[config.mk]
export PLATFORM = sky130hd
export DESIGN_NAME = abg_top
export DESIGN_NICKNAME = d
export VERILOG_FILES = /design/src/hdl/abg_pkg.sv /design/src/hdl/abg_burst_seq.sv /design/src/hdl/abg_top.sv
export VERILOG_INCLUDE_DIRS = /design/src /design/src/hdl
export SDC_FILE = /design/constraint.sdc
export NUM_CORES = 1
export LEC_CHECK = 0
export BUFFER_PORTS_ARGS = -buffer_cell sky130_fd_sc_hd__buf_2
export CORE_MARGIN = 1.5
export CORE_UTILIZATION = 55
export CTS_CLUSTER_DIAMETER = 40
export CTS_CLUSTER_SIZE = 25
export DETAILED_ROUTE_END_ITERATION = 10
export PLACE_DENSITY = 0.77
export SLEW_MARGIN = 20
export SYNTH_ARGS = -nofsm -noshare
export SYNTH_HDL_FRONTEND = slang
export SYNTH_SLANG_ARGS = --single-unit
[constraint.sdc]
create_clock -name clk -period 6.6 [get_ports clk]
set_clock_uncertainty 0.1 [all_clocks]
set_input_delay 1.32 -clock clk [delete_from_list [all_inputs] [get_ports clk]]
set_output_delay 1.32 -clock clk [all_outputs]
set_load 0.03 [all_outputs]
[src/hdl/abg_map.svh]
`ifndef ABG_MAP_SVH
`define ABG_MAP_SVH
// Operation
// - In burst operation the converter wakes, accumulates 1, 4, 8 or 16 samples on burst oscillator ticks, then idles again.
// - Burst operation runs only while burst enable is set, and converter enable then picks the idle power state.
// - A start in burst operation powers up a sleeping converter for the programmed time, or starts tracking at once if it is powered.
// - One start launches repeat-count conversions in burst operation, and exactly one conversion otherwise.
// - The conversion-done flag sets only after the whole repeat count has been accumulated.
// - The window compare looks at the result only after the whole repeat count has been accumulated.
// - Burst conversions are paced by the burst oscillator, not by the system clock.
// - The gain high register holds the upper eight bits of the gain word.
// - A set extra gain bit adds one sixty-fourth to the gain given by the gain word.

// ============================================================
// register indices (byte address = 4 * index)
`define ABG_IDX_CTRL 6'h00
`define ABG_IDX_STAT 6'h01
`define ABG_IDX_RESULT 6'h02
`define ABG_IDX_WIN_HI 6'h03
`define ABG_IDX_GAIN_HIGH 6'h04
`define ABG_IDX_WIN_LO 6'h05
`define ABG_IDX_GAIN_LOW 6'h07
`define ABG_IDX_GAIN_EXTRA 6'h08

// ============================================================
// field positions
`define ABG_CTRL_BURST 0
`define ABG_CTRL_CONV_EN 1
`define ABG_CTRL_REP_LSB 2
`define ABG_CTRL_PWR_LSB 4
`define ABG_CTRL_START 8
`define ABG_STAT_DONE 0
`define ABG_STAT_WIN 1
`define ABG_STAT_BUSY 2
`define ABG_STAT_POWER 3

// ============================================================
// reset values
`define ABG_RST_CTRL 9'h000
`define ABG_RST_GAIN_HIGH 8'h00
`define ABG_RST_GAIN_LOW 8'h00
`define ABG_RST_GAIN_EXTRA 8'h01
`define ABG_RST_WIN_HI 16'hFFFF
`define ABG_RST_WIN_LO 16'h0000

// ============================================================
// timing and gain constants
`define ABG_CLK_NS 40
`define ABG_PWRUP_UNIT_NS 200
`define ABG_PWRUP_UNIT_CYC ((`ABG_PWRUP_UNIT_NS + `ABG_CLK_NS - 1) / `ABG_CLK_NS)
`define ABG_EXTRA_GAIN_LSB 13'h0040
`endif

[src/hdl/abg_pkg.sv]
package abg_pkg;
  typedef enum logic [1:0] {
    ST_IDLE,
    ST_PWRUP,
    ST_TRACK,
    ST_CONV
  } abg_state_t;
  typedef logic [1:0] abg_rep_sel_t;
endpackage

[src/hdl/abg_burst_seq.sv]
`timescale 1ns/1ps
`include "abg_map.svh"
module abg_burst_seq (
  input wire logic clk,
  input wire logic rstn,
  input wire logic burst_enable_bit,
  input wire logic converter_enable_bit,
  input wire abg_pkg::abg_rep_sel_t rep_sel,
  input wire logic [3:0] powerup_time_field,
  input wire logic start,
  input wire logic osc_tick,
  input wire logic conv_done,
  output logic conv_launch,
  output logic adc_power,
  output logic sample_take,
  output logic sample_first,
  output logic seq_done,
  output abg_pkg::abg_state_t seq_state
);
  import abg_pkg::*;

  abg_state_t state_q, state_d;
  logic [4:0] cnt_q, cnt_d;
  logic [6:0] wait_q, wait_d;
  logic [4:0] rep_total;
  logic last;
  logic [6:0] pwr_cycles;

  // ============================================================
  // decode
  assign rep_total = (rep_sel == 2'h0) ? 5'h01 :
                     (rep_sel == 2'h1) ? 5'h04 :
                     (rep_sel == 2'h2) ? 5'h08 : 5'h10;
  assign last = ((cnt_q + 5'h01) == rep_total);
  assign pwr_cycles = 7'(({3'h0, powerup_time_field} + 7'h01) *
                         7'(`ABG_PWRUP_UNIT_CYC)) - 7'h01;
  assign conv_launch = (state_q == ST_IDLE && start && !burst_enable_bit &&
                        converter_enable_bit) ||
                       (state_q == ST_TRACK && osc_tick);
  assign adc_power = converter_enable_bit ||
                     (burst_enable_bit && state_q != ST_IDLE);
  assign sample_take = (state_q == ST_CONV) && conv_done;
  assign sample_first = (cnt_q == 5'h00);
  assign seq_done = sample_take && last;
  assign seq_state = state_q;

  // ============================================================
  // sequencer
  always_comb begin
    state_d = state_q;
    cnt_d = cnt_q;
    wait_d = wait_q;
    unique case (state_q)
      ST_IDLE: begin
        if (start && burst_enable_bit) begin
          if (converter_enable_bit) begin
            state_d = ST_TRACK;
          end else begin
            state_d = ST_PWRUP;
            wait_d = pwr_cycles;
          end
        end else if (start && converter_enable_bit) begin
          state_d = ST_CONV;
        end
      end
      ST_PWRUP: begin
        if (wait_q == 7'h00) begin
          state_d = ST_TRACK;
        end else begin
          wait_d = wait_q - 7'h01;
        end
      end
      ST_TRACK: begin
        if (osc_tick) begin
          state_d = ST_CONV;
        end
      end
      ST_CONV: begin
        if (conv_done) begin
          if (last) begin
            cnt_d = 5'h00;
            state_d = ST_IDLE;
          end else begin
            cnt_d = cnt_q + 5'h01;
            state_d = burst_enable_bit ? ST_TRACK : ST_IDLE;
          end
        end
      end
    endcase
  end

  always_ff @(posedge clk) begin
    if (!rstn) begin
      state_q <= ST_IDLE;
      cnt_q <= 5'h00;
      wait_q <= 7'h00;
    end else begin
      state_q <= state_d;
      cnt_q <= cnt_d;
      wait_q <= wait_d;
    end
  end

  // ============================================================
  // checks
  a_pwrup_from_off: assert property (@(posedge clk) disable iff (!rstn)
    (state_q == ST_IDLE && start && burst_enable_bit && !converter_enable_bit)
    |=> state_q == ST_PWRUP ##1 (state_q == ST_PWRUP)[*4])
    else $error("sleeping converter did not wait for power-up");
  a_powered_direct: assert property (@(posedge clk) disable iff (!rstn)
    (state_q == ST_IDLE && start && burst_enable_bit && converter_enable_bit)
    |=> state_q == ST_TRACK)
    else $error("powered converter did not track at once");
  a_single_conv: assert property (@(posedge clk) disable iff (!rstn)
    (state_q == ST_IDLE && start && !burst_enable_bit && converter_enable_bit)
    |-> conv_launch ##1 state_q == ST_CONV)
    else $error("non-burst start did not launch one conversion");
  a_osc_paced: assert property (@(posedge clk) disable iff (!rstn)
    (state_q == ST_TRACK && !osc_tick) |=> state_q == ST_TRACK && !$past(conv_launch))
    else $error("burst conversion launched without oscillator tick");
  a_burst_sleep: assert property (@(posedge clk) disable iff (!rstn)
    (seq_done && burst_enable_bit && !converter_enable_bit) |=> !adc_power)
    else $error("converter stayed powered after burst");
  a_reset_idle: assert property (@(posedge clk)
    !rstn |=> state_q == ST_IDLE && cnt_q == 5'h00)
    else $error("reset left sequencer busy");
  c_burst_from_off: cover property (@(posedge clk) disable iff (!rstn)
    state_q == ST_PWRUP ##[1:100] seq_done);
  c_burst_sixteen: cover property (@(posedge clk) disable iff (!rstn)
    seq_done && rep_sel == 2'h3 && burst_enable_bit);
endmodule // abg_burst_seq

[src/hdl/abg_top.sv]
// Register access over APB is this design's own decision.
`timescale 1ns/1ps
`include "abg_map.svh"
module abg_top (
  input wire logic clk,
  input wire logic rstn,
  input wire logic psel,
  input wire logic penable,
  input wire logic pwrite,
  input wire logic [7:0] paddr,
  input wire logic [31:0] pwdata,
  output logic [31:0] prdata,
  output logic pready,
  output logic pslverr,
  input wire logic ext_start,
  input wire logic burst_osc,
  input wire logic conv_done,
  input wire logic [11:0] conv_data,
  output logic conv_launch,
  output logic adc_power,
  output logic conversion_done_flag,
  output logic window_flag,
  output logic [11:0] gain_word,
  output logic extra_gain_bit,
  output logic [12:0] gain_total
);
  import abg_pkg::*;

  logic ack_q;
  logic [31:0] prdata_q;
  logic [8:0] ctrl_q;
  logic [7:0] gain_high_q, gain_low_q, gain_extra_q;
  logic [15:0] win_hi_q, win_lo_q, acc_q, result_q;
  logic done_q, win_q;
  logic [1:0] ext_sync_q, osc_sync_q;
  logic ext_prev_q, osc_prev_q;
  abg_state_t seq_state;
  logic sample_take, sample_first, seq_done;

  // ============================================================
  // apb decode
  logic access, wr_fire, mapped;
  logic [5:0] idx;
  logic sel_ctrl, sel_stat, sel_res, sel_whi, sel_wlo;
  logic sel_gh, sel_gl, sel_gx;
  logic [31:0] rd_mux;

  assign idx = paddr[7:2];
  assign access = psel && penable;
  // one wait state so read data comes from a flop
  assign pready = access && ack_q;
  assign wr_fire = pready && pwrite && mapped;
  assign sel_ctrl = (idx == `ABG_IDX_CTRL);
  assign sel_stat = (idx == `ABG_IDX_STAT);
  assign sel_res = (idx == `ABG_IDX_RESULT);
  assign sel_whi = (idx == `ABG_IDX_WIN_HI);
  assign sel_wlo = (idx == `ABG_IDX_WIN_LO);
  assign sel_gh = (idx == `ABG_IDX_GAIN_HIGH);
  assign sel_gl = (idx == `ABG_IDX_GAIN_LOW);
  assign sel_gx = (idx == `ABG_IDX_GAIN_EXTRA);
  assign mapped = (paddr[1:0] == 2'h0) && (sel_ctrl || sel_stat || sel_res ||
                  sel_whi || sel_wlo || sel_gh || sel_gl || sel_gx);
  assign pslverr = pready && !mapped;
  assign prdata = prdata_q;

  logic [31:0] stat_word;
  assign stat_word = {28'h0000000, adc_power, (seq_state != ST_IDLE),
                      win_q, done_q};
  assign rd_mux = sel_ctrl ? {24'h000000, ctrl_q[7:0]} :
                  sel_stat ? stat_word :
                  sel_res ? {16'h0000, result_q} :
                  sel_whi ? {16'h0000, win_hi_q} :
                  sel_wlo ? {16'h0000, win_lo_q} :
                  sel_gh ? {24'h000000, gain_high_q} :
                  sel_gl ? {24'h000000, gain_low_q} :
                  sel_gx ? {24'h000000, gain_extra_q} : 32'h00000000;

  always_ff @(posedge clk) begin
    if (!rstn) begin
      ack_q <= 1'b0;
      prdata_q <= 32'h00000000;
    end else begin
      ack_q <= access && !ack_q;
      if (access && !ack_q) begin
        prdata_q <= (mapped && !pwrite) ? rd_mux : 32'h00000000;
      end
    end
  end

  // ============================================================
  // pin synchronisers and edge detect
  logic ext_rise, osc_tick, sw_start, start;
  assign ext_rise = ext_sync_q[1] && !ext_prev_q;
  assign osc_tick = osc_sync_q[1] && !osc_prev_q;
  assign sw_start = wr_fire && sel_ctrl && pwdata[`ABG_CTRL_START];
  assign start = sw_start || ext_rise;

  always_ff @(posedge clk) begin
    if (!rstn) begin
      ext_sync_q <= 2'h0;
      osc_sync_q <= 2'h0;
      ext_prev_q <= 1'b0;
      osc_prev_q <= 1'b0;
    end else begin
      ext_sync_q <= {ext_sync_q[0], ext_start};
      osc_sync_q <= {osc_sync_q[0], burst_osc};
      ext_prev_q <= ext_sync_q[1];
      osc_prev_q <= osc_sync_q[1];
    end
  end

  // ============================================================
  // control and gain registers
  // gain reset values
  always_ff @(posedge clk) begin
    if (!rstn) begin
      ctrl_q <= `ABG_RST_CTRL;
      gain_high_q <= `ABG_RST_GAIN_HIGH;
      gain_low_q <= `ABG_RST_GAIN_LOW;
      gain_extra_q <= `ABG_RST_GAIN_EXTRA;
      win_hi_q <= `ABG_RST_WIN_HI;
      win_lo_q <= `ABG_RST_WIN_LO;
    end else if (wr_fire) begin
      if (sel_ctrl) begin
        ctrl_q <= {1'b0, pwdata[7:0]};
      end
      if (sel_gh) begin
        gain_high_q <= pwdata[7:0];
      end
      if (sel_gl) begin
        gain_low_q <= pwdata[7:0];
      end
      if (sel_gx) begin
        gain_extra_q <= pwdata[7:0];
      end
      if (sel_whi) begin
        win_hi_q <= pwdata[15:0];
      end
      if (sel_wlo) begin
        win_lo_q <= pwdata[15:0];
      end
    end
  end

  // ============================================================
  // gain word
  // upper eight bits
  assign gain_word = {gain_high_q, gain_low_q[7:4]};
  assign extra_gain_bit = gain_extra_q[0];
  assign gain_total = {1'b0, gain_word} +
                      (extra_gain_bit ? `ABG_EXTRA_GAIN_LSB : 13'h0000);

  // ============================================================
  // sequencer
  abg_burst_seq u_seq (
    .clk(clk),
    .rstn(rstn),
    .burst_enable_bit(ctrl_q[`ABG_CTRL_BURST]),
    .converter_enable_bit(ctrl_q[`ABG_CTRL_CONV_EN]),
    .rep_sel(ctrl_q[`ABG_CTRL_REP_LSB +: 2]),
    .powerup_time_field(ctrl_q[`ABG_CTRL_PWR_LSB +: 4]),
    .start(start),
    .osc_tick(osc_tick),
    .conv_done(conv_done),
    .conv_launch(conv_launch),
    .adc_power(adc_power),
    .sample_take(sample_take),
    .sample_first(sample_first),
    .seq_done(seq_done),
    .seq_state(seq_state)
  );

  // ============================================================
  // accumulator, result and window compare
  logic [15:0] acc_sum;
  logic win_hit, clr_done, clr_win;
  assign acc_sum = (sample_first ? 16'h0000 : acc_q) + {4'h0, conv_data};
  assign win_hit = (acc_sum > win_hi_q) || (acc_sum < win_lo_q);
  assign clr_done = wr_fire && sel_stat && pwdata[`ABG_STAT_DONE];
  assign clr_win = wr_fire && sel_stat && pwdata[`ABG_STAT_WIN];
  assign conversion_done_flag = done_q;
  assign window_flag = win_q;

  always_ff @(posedge clk) begin
    if (!rstn) begin
      acc_q <= 16'h0000;
      result_q <= 16'h0000;
      done_q <= 1'b0;
      win_q <= 1'b0;
    end else begin
      if (sample_take) begin
        acc_q <= acc_sum;
      end
      if (seq_done) begin
        result_q <= acc_sum;
      end
      done_q <= seq_done || (done_q && !clr_done);
      win_q <= (seq_done && win_hit) || (win_q && !clr_win);
    end
  end

  // ============================================================
  // checks
  a_done_on_count: assert property (@(posedge clk) disable iff (!rstn)
    $rose(done_q) |-> $past(seq_done) && $past(seq_state) == ST_CONV)
    else $error("done flag set before repeat count finished");
  a_window_gate: assert property (@(posedge clk) disable iff (!rstn)
    $rose(win_q) |-> $past(seq_done))
    else $error("window flag set before repeat count finished");
  a_gain_high: assert property (@(posedge clk) disable iff (!rstn)
    (wr_fire && sel_gh) |=> gain_word[11:4] == $past(pwdata[7:0]))
    else $error("gain high byte not placed in gain word");
  a_gain_low: assert property (@(posedge clk) disable iff (!rstn)
    (wr_fire && sel_gl) |=> gain_word[3:0] == $past(pwdata[7:4]))
    else $error("gain low nibble not placed in gain word");
  a_extra_gain: assert property (@(posedge clk) disable iff (!rstn)
    (wr_fire && sel_gx && pwdata[0]) |=> gain_total == {1'b0, gain_word} + 13'h0040)
    else $error("extra gain did not add one sixty-fourth");
  a_gain_reset: assert property (@(posedge clk)
    !rstn |=> gain_extra_q == 8'h01 && gain_low_q == 8'h00 && !done_q)
    else $error("reset did not restore gain registers");
  a_done_sticky: assert property (@(posedge clk) disable iff (!rstn)
    (done_q && !clr_done) |=> done_q)
    else $error("done flag dropped without a clear");
  a_done_cleared: assert property (@(posedge clk) disable iff (!rstn)
    (done_q && clr_done && !seq_done) |=> !done_q)
    else $error("done flag ignored its clear");
  a_result_load: assert property (@(posedge clk) disable iff (!rstn)
    seq_done |=> result_q == $past(acc_sum))
    else $error("result not loaded with the finished sum");
  a_window_clear: assert property (@(posedge clk) disable iff (!rstn)
    (win_q && clr_win && !seq_done) |=> !win_q)
    else $error("window flag ignored its clear");
  // a refused write must leave the control and gain registers alone
  a_refused_write: assert property (@(posedge clk) disable iff (!rstn)
    (pready && pwrite && !mapped) |=> $stable(gain_high_q) &&
    $stable(gain_low_q) && $stable(gain_extra_q) && $stable(ctrl_q))
    else $error("refused write changed a register");
  a_ready_wait: assert property (@(posedge clk) disable iff (!rstn)
    $rose(access) |-> !pready)
    else $error("bus answered without its wait state");
  c_done_seen: cover property (@(posedge clk) disable iff (!rstn)
    seq_done ##1 done_q);
  c_window_hit: cover property (@(posedge clk) disable iff (!rstn)
    $rose(win_q));
  c_clear_race: cover property (@(posedge clk) disable iff (!rstn)
    seq_done && clr_done);
endmodule // abg_top

# Yosys cells after proc, flatten, opt, wreduce, memory -nomap -nowiden
# Index checks and enable logic that the tools add are counted.
# W data, S select, Z words.
# classes
add_sub_neg	6
multipliers	1
eq_ne	20
n_reduce_logical	65
n_lt_le_gt_ge	2
muxes	28
# op_table
cell	n
$mux W16	7
$mux W7	4
$logic_and A1 B1 Y1	27
$mux W8	3
$mux W5	4
$eq A6 B3 Y1 const B	3
$add A16 B12 Y16	1
$gt A16 B16 Y1	1
$lt A16 B16 Y1	1
$mux W2	8
$pmux W7 S2	1
$reduce_and A2 Y1	7
$sub A7 B1 Y7 const B	2
$add A12 B7 Y13	1
$logic_or A1 B1 Y1	13
$eq A6 B2 Y1 const B	2
$logic_not A1 Y1	8
$ne A2 B2 Y1 const B	4
$pmux W2 S4	1
$reduce_and A4 Y1	2
$logic_not A7 Y1	1
$mul A7 B3 Y7 const B	1
$eq A2 B2 Y1 const B	3
$eq A6 B1 Y1 const B	1
other kinds (11)	16
# word_totals
reg_bits	151
out_inout_bits	64

# Logic depth before layout (Yosys ltp)
# depth
word_depth	17
mapped_depth	21

# By module
# From an unflattened synthesis, not the netlist that was laid out.
# hier_totals
cells_unflattened	1004
area_unflattened_um2	8254.2
# modules_own_cells
mod	instances	seq_area_each_um2	cells_each	area_per_inst_um2
abg_top	1	2422.3	838	6977.9
abg_burst_seq	1	280.3	166	1276.2

# Least setup slack after synthesis
# No wires, ideal clock.
# synth_path
kind	reg2reg
from	register u_seq.cnt_q[0]
to	register win_q (netlist: window_flag)
period_less_slack_ns	4.751
path_buffers	2
required_ns	6.379
path_stages_with_launch	20
setup_time_ns	0.121
arrival_ns	4.529
path_slack_ns	1.849
path_cell_list	dfxtp_1 inv_1 ha_1 or4b_2 clkbuf_1 clkbuf_1 and2_1 ha_1 fa_1 a211o_1 a21oi_1 a211o_1 a2111oi_0 or2_2 ha_1 and4_1 a221oi_1 o21ai_0 a32oi_1 o21ai_0
# synth_via
elab_chain_len	7
elab_cells_between_ends	11
classes_between	add/sub: 2; order compare: 2; eq/ne: 1; mux: 1; reduce/logical: 5
# synth_rtl
item	line_no	source
start, declared	abg_burst_seq.sv:23	logic [4:0] cnt_q, cnt_d;
start signal, assigned	abg_burst_seq.sv:99	cnt_q <= cnt_d;
$logic_not A5 Y1 (*)	abg_burst_seq.sv:43	assign sample_first = (cnt_q == 5'h00);
$mux W16 (*)	abg_top.sv:177	assign acc_sum = (sample_first ? 16'h0000 : acc_q) + {4'h0, conv_data};
$add A16 B12 Y16 (*)	abg_top.sv:177	
net acc_sum[14]	abg_top.sv:175	logic [15:0] acc_sum;
$gt A16 B16 Y1 or $lt A16 B16 Y1 (tied branches)	abg_top.sv:178	assign win_hit = (acc_sum > win_hi_q) || (acc_sum < win_lo_q);
$logic_or A1 B1 Y1 (*)	abg_top.sv:178	
$logic_and A1 B1 Y1 (*)	abg_top.sv:198	win_q <= (seq_done && win_hit) || (win_q && !clr_win);
$logic_or A1 B1 Y1 (*)	abg_top.sv:198	
end signal, assigned	abg_top.sv:198	
end, declared	abg_top.sv:34	logic done_q, win_q;
# The timed path passes the listed nets; every way through them passes the cells marked *.
# A chain may end at the register's enable or synchronous reset.

# Final worst setup path
# Same ends and word-level chain as after synthesis.

==> results.json <==
{
  "outcome": "finished with violations",
  "violations": "DRC",
  "ctsRootBufferMaster": "clkbuf_16",
  "min_period_over_period_pct": 81.84,
  "whs_path_depth": 1,
  "fin_nets": 1201,
  "antenna_found_initial": 0,
  "crit_path_cell_trace": "inv_1 > ha_1 > or4b_2 > and2_1 > ha_1 > fa_1 > a211o_1 > a21oi_1 > a211o_1 > a2111oi_0 > or2_2 > ha_1 > and4_1 > a221oi_1 > o21ai_0 > a32oi_1 > o21ai_0",
  "h-tree-depth": 4,
  "synth_top_area_share_pct": 32.54,
  "place_hpwl_um": 15740,
  "tns_ns": 0,
  "critPathMaxStageDelay_ns": 0.83,
  "highest_layer": "met4",
  "die_w_um": 125.9,
  "cts_hold_buf": 0,
  "via_per_inst": 6.042,
  "synth.distinct_cells": 75,
  "tightestPinTransition_ns": 1.042,
  "fin_crit_ns": 5.401,
  "path_common_cell": "ha_1",
  "grt_pass1_vias": 7047,
  "num_vias": 7715,
  "ant_nets": 0,
  "wl_met1_um": 9785,
  "met2_length_um": 10120,
  "cts.sinks": 135,
  "clkLatencyLatePin_ns": 0.42,
  "clk_path_buf_depth": 2,
  "rsz0062_at_grt": "false",
  "cts_tree": "yes",
  "synth_area_um2": 8304,
  "yosys_warnings": 0,
  "grt_use_total_pct": 28.15,
  "routedWlPerCell_um": 17.31,
  "numPortBuffers": 91,
  "cts_resized": 0,
  "cp.arrival_ns": 5.60,
  "drt_pre_antenna_iters": 9,
  "power_mw": 1.788,
  "cts_setup_buffers": 0,
  "synthCells": 1039,
  "io-pin-count": 124,
  "worstSetupPathType": "flop to flop",
  "gr-total-overflow": 0,
  "synth-async-reset-ratio_pct": 0,
  "synth.area.top_cells": "dfxtp_1, ha_1, nand2_1",
  "wl_met3_um": 1863,
  "synth_top_cell_by_area": "dfxtp_1",
  "crit_fanout": 18,
  "setup_viol": 0,
  "drt_wl_total_um": 22110,
  "final_area_um2": 9141,
  "n_antenna_cell": 0,
  "worstPathRequired_ns": 6.80,
  "coreArea_um2": 14640,
  "synth_seq_cells": 135,
  "dieArea_um2": 15840,
  "max_freq_ghz": 0.1851,
  "grt_max_degree": 62,
  "finalMaxSlewViolations": 0,
  "p_per_area_nw_per_um2": 195.6,
  "syn_to_final_growth_pct": 10.08,
  "slew_headroom_pct": 30.36,
  "drv_cap": 0,
  "drive_above_1_share_pct": 12.72,
  "yosysSeqAreaShare_pct": 32.54,
  "cts_made_buffers": 17,
  "r2r_cells": 17,
  "hold_class": "flop to flop",
  "avgSynthCellArea_um2": 7.993,
  "slowest_stage": "or4b_2",
  "ir_worst_vdd_mv": 0.1892,
  "routabilityCongestion": 0.9344,
  "utilization_pct": 62.42,
  "synth-main-ff-cell": "dfxtp_1",
  "hold_viol": 0,
  "setup.worst_path.start_class": "flop",
  "power.leakage_nw": 3.884,
  "start_util_pct": 56.71,
  "place_area_um2": 8620,
  "grt_pass1_wl_um": 35500,
  "clkTransAtPathRegs_ns": 0.06,
  "synth-edff-count": 0,
  "drtIter0Drc": 786,
  "cp-end-kind": "flop",
  "num_rows": 44,
  "die_h_um": 125.9,
  "route.detailed.drc": 7
}
[report_power, final]
| group | switching, mW | internal (mW) | leakage, nW |
|---|---|---|---|
| clock | 0.339 | 0.513 | 0.260 |
| combinational | 0.0847 | 0.0341 | 2.54 |
| sequential | 0.000620 | 0.817 | 1.09 |
| total | 0.424 | 1.36 | 3.88 |
[layout make-up]
class	instances	area [µm²]
Fill cell	1296	5503
Multi-Input combinational cell	781	5007
Sequential cell	135	2703
Clock buffer	26	499.2
Timing Repair Buffer	95	485.5
Tap cell	184	230.2
Inverter	52	196.4
Clock inverter	4	20.02
[cell families after synthesis]
| kind of cell | after synthesis | synth area share [%] |
|---|---|---|
| AOI/OAI and AO/OA | 278 | 21.70 |
| and+or+nand+nor | 364 | 21.26 |
| muxes | 41 | 4.942 |
| adders and majority gates | 59 | 9.070 |
| other | 1 | 0.04516 |
| DFF | 135 | 32.54 |
| xor gates and xnor gates | 23 | 2.591 |
| buffers and inverters | 138 | 7.850 |
[synth_stat cells (26+ instances only)]
library cell	n
ha_1	57
mux2i_1	41
inv_1	52
nor2_1	65
clkbuf_1	49
a21oi_1	98
o21ai_0	49
buf_4	26
dfxtp_1	135
and2_1	29
nand2_1	138
nand3_1	49
[metrics by stage]
| step | setup slack, ns | cells | hold WS, ns |
|---|---|---|---|
| finish | 1.199 | 1277 | 0.3353 |
| CTS | 1.277 | 1277 | 0.3378 |
| global route | 0.9644 | 1277 | 0.3599 |
| detailed placement | 1.310 | 1247 | 0.3183 |
| floorplan | 1.850 | 1054 | 0.3119 |
| global placement | 1.368 | 1247 | 0.3196 |
[final timing paths]
path,endpoint,startpoint,slack [ns]
worst min register to register,osc_sync_q[1]$_SDFF_PN0_,osc_sync_q[0]$_SDFF_PN0_,0.34
worst max register to register,window_flag$_SDFF_PN0_,u_seq.cnt_q[0]$_SDFFE_PN0P_,1.20
worst min-delay path,osc_sync_q[1]$_SDFF_PN0_,osc_sync_q[0]$_SDFF_PN0_,0.34
worst max-delay path,window_flag$_SDFF_PN0_,u_seq.cnt_q[0]$_SDFFE_PN0P_,1.20
[cell usage in the layout, fill, tap and decap left out, types with 41 or more instances in the layout]
cell and instances:
mux2i_1 41, nand2_1 138, nor2_1 65, ha_1 57, nand3_1 49, inv_1 51
a21oi_1 98, dfxtp_1 135, buf_2 91, o21ai_0 49
[critical path: cells and delay by family (launching register included)]
family          cells  cell delay (ns)
fa+ha+maj           4             1.13
buf+inv             1             0.14
simple gates        4             1.63
compound gates      8             1.90
flops               1             0.36
[routing by layer]
metal,up-vias,GRT usage (%)
met5,-,0
met4,0,7.640
met3,29,6.585
met2,304,45.25
met1,3617,38.06
li1,3765,-
[sequential cells by signal, indices dropped and copies added (netlist names)]
signal	flops
acc_q	16
ack_q	1
conversion_done_flag	1
ctrl_q	8
ext_prev_q	1
ext_sync_q	2
gain_extra_q	8
gain_high_q	8
gain_low_q	8
osc_prev_q	1
osc_sync_q	2
prdata	16
result_q	16
u_seq.cnt_q	5
u_seq.seq_state	2
u_seq.wait_q	7
win_hi_q	16
win_lo_q	16
window_flag	1
Power figures use the tool's default switching activity.
